## config.mk

```make
export PLATFORM = sky130hd
export DESIGN_NAME = lioac_top
export DESIGN_NICKNAME = d
export VERILOG_FILES = /design/src/rtl/lioac_pkg.sv /design/src/rtl/lioac_act_mem.sv /design/src/rtl/lioac_nv_timer.sv /design/src/rtl/lioac_top.sv
export SDC_FILE = /design/constraint.sdc
export NUM_CORES = 2
export LEC_CHECK = 0
export ABC_AREA = 1
export BUFFER_PORTS_ARGS = -buffer_cell sky130_fd_sc_hd__buf_2
export CORE_UTILIZATION = 50
export CTS_CLUSTER_DIAMETER = 50
export DETAILED_ROUTE_END_ITERATION = 10
export GPL_TIMING_DRIVEN = 0
export PLACE_DENSITY_LB_ADDON = 0.15
export SYNTH_ARGS = -nofsm -noshare
export SYNTH_HDL_FRONTEND = slang
export SYNTH_SLANG_ARGS = --single-unit
```

## constraint.sdc

```tcl
create_clock -name clk_sys -period 37.6 [get_ports clk_sys]
set_clock_uncertainty 0.15 [all_clocks]
set_input_delay 1.88 -clock clk_sys [delete_from_list [all_inputs] [get_ports clk_sys]]
set_output_delay 1.88 -clock clk_sys [all_outputs]
set_load 0.02 [all_outputs]
```

## src/rtl/lioac_pkg.sv

```systemverilog
// Shared constants and types of the logic input/output action controller
package lioac_pkg;

	// Pin counts and action store shape
	localparam int N_IN = 24;
	localparam int N_OUT = 20;
	localparam int N_GVAL = 16;
	localparam int N_SLOT = 88;
	localparam int SLOT_W = 7;
	localparam int CODE_W = 8;

	// Slot bases: activate, deactivate, held repeat, then group values
	localparam logic [6:0] SLOT_ACT = 7'h00;
	localparam logic [6:0] SLOT_DEACT = 7'h18;
	localparam logic [6:0] SLOT_HELD = 7'h30;
	localparam logic [6:0] SLOT_GRP = 7'h48;
	localparam int N_PIN_SLOT = 72;

	// Register byte offsets
	localparam logic [7:0] REG_CLEAR = 8'h00;
	localparam logic [7:0] REG_IN_MASK = 8'h04;
	localparam logic [7:0] REG_IN_POL = 8'h08;
	localparam logic [7:0] REG_GROUP = 8'h0C;
	localparam logic [7:0] REG_OUT_STATE = 8'h10;
	localparam logic [7:0] REG_OUT_COND = 8'h14;
	localparam logic [7:0] REG_ACTION = 8'h18;
	localparam logic [7:0] REG_IN_STATE = 8'h1C;
	localparam logic [7:0] REG_IRQ_STS = 8'h20;
	localparam logic [7:0] REG_IRQ_MSK = 8'h24;

	// Field positions
	localparam int CLR_PIN_LSB = 0;
	localparam int CLR_ALL_BIT = 8;
	localparam int ACT_CODE_LSB = 0;
	localparam int ACT_SLOT_LSB = 8;
	localparam int ACT_ASSIGN_BIT = 16;
	localparam int IRQ_ACTION = 0;
	localparam int IRQ_INPUT = 1;
	localparam int IRQ_NVDONE = 2;
	localparam int IRQ_W = 3;

	// Reset values
	localparam logic [23:0] MASK_RST = 24'hFFFFFF;
	localparam logic [23:0] POL_RST = 24'h000000;
	localparam logic [2:0] IRQ_MSK_RST = 3'h0;

	// Timing: clock rate, non-volatile write time, held repeat period
	localparam int CLK_MHZ = 200;
	localparam int NV_WRITE_US = 5000;
	localparam int NV_WRITE_CYC = NV_WRITE_US * CLK_MHZ;
	localparam int HELD_REPEAT_MS = 100;
	localparam int HELD_CYC = HELD_REPEAT_MS * 1000 * CLK_MHZ;

	// One issued action: which slot fired and its stored code
	typedef struct packed
	{
		logic [6:0] slot;
		logic [7:0] code;
	} lioac_act_t;

	typedef enum logic [1:0] {ST_IDLE, ST_LOOK, ST_EMIT} lioac_state_t;

endpackage

```

## src/rtl/lioac_act_mem.sv

```systemverilog
// Action code store, one write port and one registered read port
module lioac_act_mem #(
	parameter int DEPTH = 88,
	parameter int AW = 7,
	parameter int DW = 8
) (
	input wire logic clk_sys, // System clock
	input wire logic ce, // Clock enable
	input wire logic we, // Write strobe
	input wire logic [AW-1:0] waddr, // Write slot
	input wire logic [DW-1:0] wdata, // Write code
	input wire logic [AW-1:0] raddr, // Read slot
	output logic [DW-1:0] rdata_ff // Registered read code
);
	logic [DW-1:0] mem [DEPTH];

	// Contents carry no reset; validity is tracked by the caller
	always_ff @(posedge clk_sys)
	begin
		if (ce && we)
			mem[waddr] <= wdata;
	end

	// Registered read keeps the lookup off the arbiter path
	always_ff @(posedge clk_sys)
	begin
		if (ce)
			rdata_ff <= mem[raddr];
	end
endmodule

```

## src/rtl/lioac_nv_timer.sv

```systemverilog
// Busy timer standing for one non-volatile write
module lioac_nv_timer #(
	parameter int NV_CYC = 1000000
) (
	input wire logic clk_sys, // System clock
	input wire logic rst, // Asynchronous reset
	input wire logic ce, // Clock enable
	input wire logic start, // Begin a write
	output logic busy_ff, // Write in progress
	output logic done_ff // One cycle at write end
);
	logic [31:0] cnt_ff;

	// Count down the write time; a start while busy is ignored
	always_ff @(posedge clk_sys or posedge rst)
	begin
		if (rst)
		begin
			cnt_ff <= 32'h0;
			busy_ff <= 1'b0;
			done_ff <= 1'b0;
		end
		else if (ce)
		begin
			done_ff <= 1'b0;
			if (start && !busy_ff)
			begin
				cnt_ff <= 32'(NV_CYC);
				busy_ff <= 1'b1;
			end
			else if (busy_ff)
			begin
				if (cnt_ff <= 32'h1)
				begin
					busy_ff <= 1'b0;
					done_ff <= 1'b1;
				end
				cnt_ff <= cnt_ff - 32'h1;
			end
		end
	end
endmodule

```

## src/rtl/lioac_top.sv

```systemverilog
// Logic input/output action controller with Wishbone register access
module lioac_top #(
	parameter int NV_CYC = lioac_pkg::NV_WRITE_CYC,
	parameter int HELD_PERIOD = lioac_pkg::HELD_CYC
) (
	input wire logic clk_sys, // System clock, 200 MHz
	input wire logic rst, // Asynchronous reset, active high
	input wire logic ce, // Clock enable, freezes all state when low
	input wire logic [7:0] wb_adr_i, // Wishbone byte address
	input wire logic [31:0] wb_dat_i, // Wishbone write data
	output logic [31:0] wb_dat_o, // Wishbone read data
	input wire logic wb_we_i, // Wishbone write enable
	input wire logic [3:0] wb_sel_i, // Wishbone byte enables
	input wire logic wb_cyc_i, // Wishbone cycle
	input wire logic wb_stb_i, // Wishbone strobe
	output logic wb_ack_o, // Wishbone acknowledge
	input wire logic [lioac_pkg::N_IN-1:0] logic_in, // Logic input pins
	input wire logic por_preset_load, // Power-on preset holds a mask
	input wire logic [lioac_pkg::N_IN-1:0] por_preset_mask, // Mask of that preset
	input wire logic [lioac_pkg::N_OUT-1:0] cond_state, // Output condition results
	output logic [lioac_pkg::N_OUT-1:0] logic_out, // Logic output pins
	output logic act_valid, // Action ready to run
	input wire logic act_ready, // Action taken by the runner
	output lioac_pkg::lioac_act_t act, // Slot and code of the action
	output logic irq // Level interrupt
);
	import lioac_pkg::*;

	logic started_ff, ack_ff, wait_ff, nv_done;
	logic [31:0] rdat_ff, rd_mux;
	logic [N_IN-1:0] mask_ff, mask_prev_ff, pol_ff, grp_ff, prev_act_ff, snap_ff;
	logic [N_IN-1:0] act_now, reen, rise_ev, fall_ev, held_set;
	logic [N_OUT-1:0] out_dir_ff, cond_en_ff, logic_out_ff;
	logic [N_SLOT-1:0] vld_ff, nxt_vld;
	logic [N_PIN_SLOT-1:0] pend_ff, nxt_pend, pend_set, pend_clr;
	logic [IRQ_W-1:0] sts_ff, msk_ff, sts_set;
	logic [23:0] pat, pat_prev_ff;
	logic [3:0] grp_val_ff;
	logic grp_pend_ff, held_tick, accept, wr, nv_reg, issue_grp, issue_pin;
	logic [31:0] held_cnt_ff;
	logic [6:0] rd_slot, slot_ff, pick;
	logic [7:0] mem_rdata;
	lioac_state_t state_ff;
	lioac_act_t act_ff;

	// Byte-lane merge of a write into a stored word
	function automatic logic [31:0] merge(input logic [31:0] old, input logic [31:0] nw,
		input logic [3:0] sel);
		logic [31:0] r;
		r = old;
		for (int b = 0; b < 4; b++)
			if (sel[b])
				r[b*8 +: 8] = nw[b*8 +: 8];
		return r;
	endfunction

	// Group pattern, lowest-numbered member lands in the MSB
	function automatic logic [23:0] pattern(input logic [23:0] a, input logic [23:0] m);
		logic [23:0] v;
		v = 24'h0;
		for (int i = 0; i < N_IN; i++)
			if (m[i])
				v = {v[22:0], a[i]};
		return v;
	endfunction

	// Lowest pending pin slot
	function automatic logic [6:0] first_set(input logic [71:0] v);
		logic [6:0] r;
		r = 7'h0;
		for (int i = N_PIN_SLOT - 1; i >= 0; i--)
			if (v[i])
				r = 7'(i);
		return r;
	endfunction

	// Bus decode: a request is taken once, then waits for its answer
	assign accept = wb_cyc_i && wb_stb_i && !ack_ff && !wait_ff;
	assign wr = accept && wb_we_i;
	assign nv_reg = (wb_adr_i == REG_CLEAR) || (wb_adr_i == REG_IN_POL) ||
		(wb_adr_i == REG_GROUP) || (wb_adr_i == REG_OUT_COND) || (wb_adr_i == REG_ACTION);
	assign wb_ack_o = ack_ff;
	assign wb_dat_o = rdat_ff;

	lioac_nv_timer #(.NV_CYC(NV_CYC)) u_nv (
		.clk_sys(clk_sys),
		.rst(rst),
		.ce(ce),
		.start(wr && nv_reg),
		.busy_ff(),
		.done_ff(nv_done)
	);

	// Stored settings hold the answer until the write finishes
	always_ff @(posedge clk_sys or posedge rst)
	begin
		if (rst)
		begin
			ack_ff <= 1'b0;
			wait_ff <= 1'b0;
			rdat_ff <= 32'h0;
		end
		else if (ce)
		begin
			ack_ff <= 1'b0;
			if (wr && nv_reg)
				wait_ff <= 1'b1;
			else if (accept)
			begin
				ack_ff <= 1'b1;
				rdat_ff <= wb_we_i ? 32'h0 : rd_mux;
			end
			if (wait_ff && nv_done)
			begin
				wait_ff <= 1'b0;
				ack_ff <= 1'b1;
			end
		end
	end

	// Read mux; unmapped addresses read zero
	always_comb
	begin
		rd_mux = 32'h0;
		case (wb_adr_i)
			REG_IN_MASK: rd_mux = {8'h0, mask_ff};
			REG_IN_POL: rd_mux = {8'h0, pol_ff};
			REG_GROUP: rd_mux = {8'h0, grp_ff};
			REG_OUT_STATE: rd_mux = {12'h0, logic_out_ff};
			REG_OUT_COND: rd_mux = {12'h0, cond_en_ff};
			REG_IN_STATE: rd_mux = {8'h0, act_now};
			REG_IRQ_STS: rd_mux = {29'h0, sts_ff};
			REG_IRQ_MSK: rd_mux = {29'h0, msk_ff};
			default: rd_mux = 32'h0;
		endcase
	end

	// Mask, polarity and group; the mask comes from the power-on preset when por_preset_load is high in the first cycle after reset
	always_ff @(posedge clk_sys or posedge rst)
	begin
		if (rst)
		begin
			started_ff <= 1'b0;
			mask_ff <= MASK_RST;
			pol_ff <= POL_RST;
			grp_ff <= 24'h0;
		end
		else if (ce)
		begin
			started_ff <= 1'b1;
			if (!started_ff && por_preset_load)
				mask_ff <= por_preset_mask;
			else if (wr && wb_adr_i == REG_IN_MASK)
				mask_ff <= 24'(merge({8'h0, mask_ff}, wb_dat_i, wb_sel_i));
			if (wr && wb_adr_i == REG_IN_POL)
				pol_ff <= 24'(merge({8'h0, pol_ff}, wb_dat_i, wb_sel_i));
			if (wr && wb_adr_i == REG_GROUP)
				grp_ff <= 24'(merge({8'h0, grp_ff}, wb_dat_i, wb_sel_i));
		end
	end

	// Active sense: low pin is active unless inverted
	assign act_now = ~logic_in ^ pol_ff;

	// Edge detection, honouring mask and re-enable difference
	assign reen = mask_ff & ~mask_prev_ff;
	assign rise_ev = {N_IN{started_ff}} & ((mask_ff & mask_prev_ff & act_now & ~prev_act_ff) |
		(reen & act_now & ~snap_ff));
	assign fall_ev = {N_IN{started_ff}} & ((mask_ff & mask_prev_ff & ~act_now & prev_act_ff) |
		(reen & ~act_now & snap_ff));
	assign held_set = {N_IN{held_tick}} & mask_ff & act_now;

	// History of inputs; snapshot taken when a pin is masked off
	always_ff @(posedge clk_sys or posedge rst)
	begin
		if (rst)
		begin
			prev_act_ff <= 24'h0;
			mask_prev_ff <= MASK_RST;
			snap_ff <= 24'h0;
		end
		else if (ce)
		begin
			prev_act_ff <= act_now;
			mask_prev_ff <= started_ff ? mask_ff : 24'hFFFFFF;
			for (int i = 0; i < N_IN; i++)
				if (mask_prev_ff[i] && !mask_ff[i])
					snap_ff[i] <= prev_act_ff[i];
		end
	end

	// Held repeat tick
	assign held_tick = (held_cnt_ff == 32'h0);
	always_ff @(posedge clk_sys or posedge rst)
	begin
		if (rst)
			held_cnt_ff <= 32'h0;
		else if (ce)
			held_cnt_ff <= held_tick ? 32'(HELD_PERIOD - 1) : held_cnt_ff - 32'h1;
	end

	// Action validity: assign, remove, clear one pin or all pins
	always_comb
	begin
		nxt_vld = vld_ff;
		if (wr && wb_adr_i == REG_ACTION && 32'(wb_dat_i[ACT_SLOT_LSB +: SLOT_W]) < N_SLOT)
			nxt_vld[wb_dat_i[ACT_SLOT_LSB +: SLOT_W]] = wb_dat_i[ACT_ASSIGN_BIT];
		if (wr && wb_adr_i == REG_CLEAR)
		begin
			if (wb_dat_i[CLR_ALL_BIT])
				nxt_vld[N_PIN_SLOT-1:0] = '0;
			else if (wb_dat_i[CLR_PIN_LSB +: 5] < 5'(N_IN))
			begin
				nxt_vld[SLOT_ACT + 7'(wb_dat_i[CLR_PIN_LSB +: 5])] = 1'b0;
				nxt_vld[SLOT_DEACT + 7'(wb_dat_i[CLR_PIN_LSB +: 5])] = 1'b0;
				nxt_vld[SLOT_HELD + 7'(wb_dat_i[CLR_PIN_LSB +: 5])] = 1'b0;
			end
		end
	end

	always_ff @(posedge clk_sys or posedge rst)
	begin
		if (rst)
			vld_ff <= '0;
		else if (ce)
			vld_ff <= nxt_vld;
	end

	lioac_act_mem #(.DEPTH(N_SLOT), .AW(SLOT_W), .DW(CODE_W)) u_mem (
		.clk_sys(clk_sys),
		.ce(ce),
		.we(wr && wb_adr_i == REG_ACTION && wb_dat_i[ACT_ASSIGN_BIT]),
		.waddr(wb_dat_i[ACT_SLOT_LSB +: SLOT_W]),
		.wdata(wb_dat_i[ACT_CODE_LSB +: CODE_W]),
		.raddr(rd_slot),
		.rdata_ff(mem_rdata)
	);

	// Pending actions: a new event wins over the issue clear
	assign pend_set = {held_set, fall_ev, rise_ev} &
		vld_ff[N_PIN_SLOT-1:0];
	assign issue_grp = (state_ff == ST_IDLE) && grp_pend_ff;
	assign issue_pin = (state_ff == ST_IDLE) && !grp_pend_ff && (|pend_ff);
	assign pick = first_set(pend_ff);
	always_comb
	begin
		pend_clr = '0;
		if (issue_pin)
			pend_clr[pick] = 1'b1;
		nxt_pend = ((pend_ff & ~pend_clr) | pend_set) & vld_ff[N_PIN_SLOT-1:0];
	end
	assign rd_slot = issue_grp ? SLOT_GRP + 7'(grp_val_ff) : pick;

	always_ff @(posedge clk_sys or posedge rst)
	begin
		if (rst)
			pend_ff <= '0;
		else if (ce)
			pend_ff <= nxt_pend;
	end

	// Group pattern watcher; values past the store are ignored
	assign pat = pattern(act_now, grp_ff);
	always_ff @(posedge clk_sys or posedge rst)
	begin
		if (rst)
		begin
			pat_prev_ff <= 24'h0;
			grp_pend_ff <= 1'b0;
			grp_val_ff <= 4'h0;
		end
		else if (ce)
		begin
			pat_prev_ff <= pat;
			if (started_ff && pat != pat_prev_ff && (|grp_ff) && pat < 24'(N_GVAL) &&
				vld_ff[SLOT_GRP + 7'(pat[3:0])])
			begin
				grp_pend_ff <= 1'b1;
				grp_val_ff <= pat[3:0];
			end
			else if (issue_grp)
				grp_pend_ff <= 1'b0;
		end
	end

	// Issue sequencer: pick, look up the code, offer it
	always_ff @(posedge clk_sys or posedge rst)
	begin
		if (rst)
		begin
			state_ff <= ST_IDLE;
			slot_ff <= 7'h0;
			act_ff <= '0;
		end
		else if (ce)
		begin
			case (state_ff)
				ST_IDLE:
					if (issue_grp || issue_pin)
					begin
						slot_ff <= rd_slot;
						state_ff <= ST_LOOK;
					end
				ST_LOOK:
				begin
					act_ff <= '{slot: slot_ff, code: mem_rdata};
					state_ff <= ST_EMIT;
				end
				ST_EMIT:
					if (act_ready)
						state_ff <= ST_IDLE;
				default: state_ff <= ST_IDLE;
			endcase
		end
	end
	assign act_valid = (state_ff == ST_EMIT);
	assign act = act_ff;

	// Outputs: conditions override direct writes, mask does not block them
	always_ff @(posedge clk_sys or posedge rst)
	begin
		if (rst)
		begin
			out_dir_ff <= 20'h0;
			cond_en_ff <= 20'h0;
			logic_out_ff <= 20'h0;
		end
		else if (ce)
		begin
			if (wr && wb_adr_i == REG_OUT_STATE)
				out_dir_ff <= 20'(merge({12'h0, out_dir_ff}, wb_dat_i, wb_sel_i));
			if (wr && wb_adr_i == REG_OUT_COND)
				cond_en_ff <= 20'(merge({12'h0, cond_en_ff}, wb_dat_i, wb_sel_i));
			logic_out_ff <= (cond_en_ff & cond_state) | (~cond_en_ff & out_dir_ff);
		end
	end
	assign logic_out = logic_out_ff;

	// Interrupt status, write one to clear; a new event wins
	assign sts_set = {nv_done, |(rise_ev | fall_ev), act_valid && act_ready};
	always_ff @(posedge clk_sys or posedge rst)
	begin
		if (rst)
		begin
			sts_ff <= 3'h0;
			msk_ff <= IRQ_MSK_RST;
		end
		else if (ce)
		begin
			if (wr && wb_adr_i == REG_IRQ_STS)
				sts_ff <= (sts_ff & ~wb_dat_i[IRQ_W-1:0]) | sts_set;
			else
				sts_ff <= sts_ff | sts_set;
			if (wr && wb_adr_i == REG_IRQ_MSK)
				msk_ff <= wb_dat_i[IRQ_W-1:0];
		end
	end
	assign irq = |(sts_ff & msk_ff);
endmodule

```

# After elaboration in Yosys (flattened, before gate mapping)
# Memory sizes are Yosys's and may differ from the RTL's. A register that Yosys moved wholly into a read port is not among the register bits.
# Cells that the tools add are included.
# totals
register_bits	524
ramBits	704
inputBits	120
output_inout_bits	70
n_memories	1
# mem_list
memory	depth	word_bits	read_ports	rd_ports_with_merged_regs	wr	line	text
u_mem.mem	88	8	1	1	1	lioac_act_mem.sv:15	logic [DW-1:0] mem [DEPTH];
# classes
add_sub_neg	6
n_lt_le_gt_ge	15
n_eq_ne	59
muxes	289
bitwise	43
reduce_logical	146
# ops
cell	count
24-bit 2-to-1 mux	33
7-bit 2-to-1 mux	78
88-bit 2-to-1 mux	5
32-bit 2-to-1 mux	12
24-bit AND	14
88-bit AND	3
8-bit 2-to-1 mux	32
72-bit AND	3
72-bit 2-to-1 mux	3
24-bit one-hot mux with 8 select lines	1
88-bit inverter	2
24-bit inverter	5
1-bit 2-to-1 mux	91
88-bit bitwise mux	1
32-bit inverter with 88-bit output	1
20-bit 2-to-1 mux	4
2-bit by 1-bit != test with 1-bit output (second input constant)	37
72-bit inverter	1
24-bit bitwise OR	3
72-bit bitwise OR	1
72-bit OR reduction	1
32-bit by 1-bit subtractor with 32-bit output (second input constant)	2
2-bit AND reduction	30
1-bit logical AND	57
47 further kinds	138

# Longest topological paths before layout
# depth
word_depth	81
ltp_mapped	86
depth_no_buf	84

# Hierarchy
# A second synthesis with hierarchy kept.
# hier_totals
cells_unflattened	7106
area_unflattened_um2	61450.2
# by_module_without_submodules
mod	instances	cells_per_inst	area_per_inst_um2
lioac_top	1	4399	30390.4
lioac_act_mem	1	2414	29010.3
lioac_nv_timer	1	293	2049.5

# Worst setup path after synthesis
# Ideal clock, no wire load.
# synth_path
path_kind	input to register
start	input port logic_in[0] in the netlist's numbering
end	register grp_val_ff[3]
arrival_ns	6.357
required_ns	37.325
path_slack_ns	30.968
stages	56
path_buffers	0
cell_sequence	xnor2_2 -> nand2_1 -> nand2_1 -> o21ai_2 -> nand2_1 -> o21ai_2 -> nand2_1 -> o21ai_2 -> nand2_1 -> o21ai_2 -> o21ai_2 -> nand2_1 -> o21ai_2 -> nand2_1 -> o21ai_2 -> nand2_2 -> o21ai_2 -> nand2_1 -> [20 not listed] -> o21ai_2 -> nand2_1 -> o21ai_2 -> nand2_1 -> o21ai_2 -> o21ai_1 -> or2_1 -> o21ai_4 -> inv_4 -> or2_0 -> nand4_1 -> nor2_1 -> nand3_1 -> nand3_2 -> nor3_4 -> nand3_4 -> nand2_1 -> o21ai_1
# synth_via
elab_chain_cells	33
word_cells_on_any_way	39
classes_between	add/sub: 1; order compare: 1; eq/ne: 2; mux: 28; bitwise: 2; reduce/logical: 5
# synth_rtl
element	line	text
start, declared	lioac_top.sv:17	input wire logic [lioac_pkg::N_IN-1:0] logic_in,
24-bit inverter *	lioac_top.sv:163	assign act_now = ~logic_in ^ pol_ff;
24-bit XOR *	lioac_top.sv:163	
1-bit 2-to-1 mux *	lioac_top.sv:62	if (m[i])
24-bit 2-to-1 mux * (23 in a row)	lioac_top.sv:62	
parallel branches: the longest is 7 deep, another holds 7-bit by 4-bit adder with 7-bit output	-	
end signal, assigned	lioac_top.sv:279	grp_val_ff <= pat[3:0];
end, declared	lioac_top.sv:38	logic [3:0] grp_val_ff;
# Mark *: on every way between the ends. The select of a mux whose other input is x is not followed.
# A chain may end at the register's enable or synchronous reset.

# Worst setup path in the final report
# layout_path
start	register pend_ff[70]
end	register u_mem.rdata_ff[7], read port of u_mem.mem (data pin)
# layout_via
elab_chain_cells	72
# layout_rtl
element	line	text
start, declared	lioac_top.sv:35	logic [N_PIN_SLOT-1:0] pend_ff, nxt_pend, pend_set, pend_clr;
start signal, assigned	lioac_top.sv:259	pend_ff <= nxt_pend;
7-bit 2-to-1 mux (71 in a row)	lioac_top.sv:72	if (v[i])
7-bit 2-to-1 mux	lioac_top.sv:252	assign rd_slot = issue_grp ? SLOT_GRP + 7'(grp_val_ff) : pick;
end, declared	lioac_act_mem.sv:13	output logic [DW-1:0] rdata_ff
# No other way between the ends.

==> metrics.md <==
| Metric | Value |
|---|---|
| Status | complete, but fails checks |
| Failing checks | max-capacitance violations, max-slew violations |
| Worst-Margin Slew | about 1.5 ns |
| Static leakage | roughly 30 nW |
| DIE AREA | about 0.13 mm2 |
| CP Max Fanout | 10 |
| Final nets | about 7600 |
| Vias per std cell | roughly 5.9 |
| Wirelength per Cell | roughly 25 um |
| Core region area | ~0.12 mm2 |
| Syn-to-layout area delta | 13.8% |
| Setup_tns | 0 ns |
| Share of layout cells above drive strength 1 | between 10% and 20% |
| Initial core utilization | roughly half |
| Largest net degree at the start of global routing | 119 |
| Final Max Slew Viols | 9 |
| Fin crit share | 23.9% |
| Final hold vios | 0 |
| Setup bufs post-CTS | 0 |
| DRT Pass-1 Iters | 7 |
| WP data required | 37.98 ns |
| DIE WIDTH | approximately 350 um |
| Clock latency on the worst-skew pair | 0.81 ns |
| Overall Power | 0.00386 W |
| Cell mode on critical path | nand2_1 |
| Synth Cell Area | 0.0622 mm2 |
| DR DRC count | 0 |
| Fill count | between 10000 and 15000 |
| Post-synthesis register bit count | about 1200 |
| CTS Buf Count | 150 |
| Initial antenna violation count | 6 |
| Final setup violation count | 0 |
| Synth cell types | just under 70 |
| DR vias | 54500 |
| R2R setup slack | around 29 ns |
| Initial DRC count | roughly 7000 |
| First-pass GRT wire length | ~340000 um |
| Number of placed I/O pins | 190 |
| WHS Path Cells | 1 |
| Primary FF master, synth | edfxtp_1 |
| GRT Util Overall | a little over a third |
| Tmin final | about 9.0 ns |
| Worst hold path type | reg -> reg |
| Crit path capture type | flip-flop |
| Gpl congestion | about 1.0 |
| Peak VDD IR | approximately 0.000048 V |
| CP Launch Type | flip-flop |
| CTS tree | done |
| Slowest CP cell | nand3_1 |
| Vias in the first global route | between 50000 and 60000 |
| Final design utilization | 57.7% |
| FF-to-FF End | u_mem.rdata_ff[7] |
| Hold path startpoint | u_nv.cnt_ff[11] |
| Clk buf depth | 3 |
| CTS Root Cell | clkbuf_16 |
| Detail Route Antenna Nets | 0 |
| Critical path class | reg -> reg |
| Pre-CTS WS | ~29 ns |
| Worst r2r src | pend_ff[70] |
| Die H | 355 um |
| # hold bufs at CTS | 0 |
| H-Tree Depth | 4 |
| Clock slew at reported path FFs | approximately 0.06 ns |
| Max-cap violations | 1 |
| Fmax | around 110 MHz |
| Pwr/cell area | 54.5 mW/mm2 |
| Worst Hold End | u_nv.cnt_ff[11] |
| CTS sink cnt | ~1200 |
| Delay-heaviest family, CP | simple AND/OR/NAND/NOR gates |
| Max_slew headroom | -0.517% |
| EDFF count, synth | about 700 |
| IO buf count | roughly 170 |
| Post-CTS sizing | 0 |
| Gr ovfl total | 0 |
| Syn Area/Cell | just under 9 um2 |
| Worst Path Arrival | 9.37 ns |
| Reg2reg path depth | between 80 and 90 |
| Ys async rst share | around 42% |
| Max incr delay on CP | 0.62 ns |
| Synth warn | 0 |
| Mapped Cells | roughly 7100 |
| Bufs and invs on worst path | 4 |
| Post-DP HPWL | around 170000 um |
| RSZ-0062 raised after global routing | false |
| Sequential area share after synthesis | 55.3% |
| Final WL | ~230000 um |
| Setup WS post-layout | roughly 29 ns |
| Row cnt | about 130 |
## placed cells by master, fill, tap and decap left out, types with 38 or more instances in the layout
master	count
inv_1	855
nor2_1	486
o22ai_1	145
dfrtp_1	468
nand3b_1	177
edfxtp_1	712
o211ai_1	64
o21ai_2	105
clkbuf_1	272
nand2_1	1539
nand4_1	47
a21oi_1	92
clkinv_1	38
o21ai_0	702
nand3_1	819
buf_1	42
buf_2	223
nor3_1	70
dfstp_2	48
clkbuf_16	152
o21ai_1	113
## stage by stage
stage / hold WS [ns] / cells / area [um2]
floorplan: 0.285 / 7153 / 62200
global placement: 0.302 / 8949 / 65100
detailed placement: 0.309 / 8965 / 65500
CTS: 0.319 / 9243 / 70700
global route: 0.336 / 9246 / 70700
finish: 0.317 / 9248 / 70800
## report_power, final
part | internal [W] | total [W] | switching [W]
registers | 0.00147 | 0.00149 | 0.0000258
clock network | 0.000890 | 0.00150 | 0.000614
logic | 0.000210 | 0.000859 | 0.000649
## layout make-up
type | instances | area, um2 | area share, %
clock inverter | 94 | 1130 | 1.60
timing repair buffer | 190 | 1260 | 1.78
antenna | 2 | 5.00 | 0.00707
buffer | 372 | 1560 | 2.21
clock buffer | 184 | 3990 | 5.64
multi-input combinational | 4657 | 23000 | 32.6
sequential | 1228 | 34400 | 48.6
inverter | 896 | 3370 | 4.77
tap | 1625 | 2030 | 2.87
## synth_stat cells, types with 19 or more instances
cell type     n  area [um2]
clkinv_1     19        71.3
a21oi_1      92         460
nor2_1      489        1840
nor3_1       94         470
nand4_1      47         294
nand2_1    1539        5780
buf_1        42         158
or2_2        24         150
o21ai_1     114         571
clkbuf_1    249         935
dfstp_2      48        1260
dfrtp_1     468       11700
o21ai_0     702        3510
inv_2        20        75.1
o211ai_1     64         480
o31ai_1      29         218
o22ai_1     145         907
buf_4        20         150
nand3_1     819        4100
o21ai_2     104         911
inv_1       856        3210
edfxtp_1    712       21400
buf_2        59         295
nand3b_1    177        1330
## worst reg2reg max path: cells and delay by family, from the launching register on
kind | cells | cell delay (ns)
AND/OR/NAND/NOR | 81 | 6.88
flip-flops | 1 | 0.40
buffers and inverters | 4 | 1.28
## cells by family after synthesis
family / after synthesis / synth area share (%)
compound gates: 1348 / 12.8
xor+xnor: 29 / 0.421
fa+ha+maj: 8 / 0.161
buf+inv: 1268 / 7.92
flops: 1228 / 55.3
mux: 25 / 0.433
other cells: 1 / 0.00603
simple gates: 3239 / 23.0
## sequential cells by signal, summed over array words and instances (netlist names), 2 cells and up
| signal | count |
|---|---|
| cond_en_ff | 20 |
| msk_ff | 3 |
| u_nv.cnt_ff | 32 |
| vld_ff | 88 |
| act | 15 |
| out_dir_ff | 20 |
| snap_ff | 24 |
| u_mem.rdata_ff | 8 |
| grp_val_ff | 4 |
| slot_ff | 7 |
| state_ff | 2 |
| logic_out | 20 |
| wb_dat_o | 24 |
| grp_ff | 24 |
| u_mem.mem | 704 |
| pol_ff | 24 |
| mask_prev_ff | 24 |
| held_cnt_ff | 32 |
| mask_ff | 24 |
| prev_act_ff | 24 |
| sts_ff | 3 |
| pat_prev_ff | 24 |
| pend_ff | 72 |
## worst max path at each step
| stage | endpoint | depth (start not counted) | from | slack (ns) |
|---|---|---|---|---|
| floorplan | act[0] | 1 | rst | 21.24 |
| global placement | u_nv.cnt_ff[18] | 2 | rst | 14.43 |
| detailed placement | u_mem.rdata_ff[2] | 84 | pend_ff[70] | 28.89 |
| CTS | u_mem.rdata_ff[2] | 84 | pend_ff[70] | 28.86 |
| global route | u_mem.rdata_ff[2] | 84 | pend_ff[70] | 28.23 |
| finish | u_mem.rdata_ff[7] | 85 | pend_ff[70] | 28.61 |
## layer usage
| metal | vias to the layer above | wire, um | GRT usage [%] |
|---|---|---|---|
| met5 | - | 26 | 0 |
| met4 | 4 | 14900 | 21.9 |
| met3 | 571 | 21700 | 6.60 |
| met2 | 3039 | 106000 | 57.9 |
| met1 | 26000 | 89000 | 46.6 |
| li1 | 24900 | - | - |
Power figures use the tool's default switching activity.
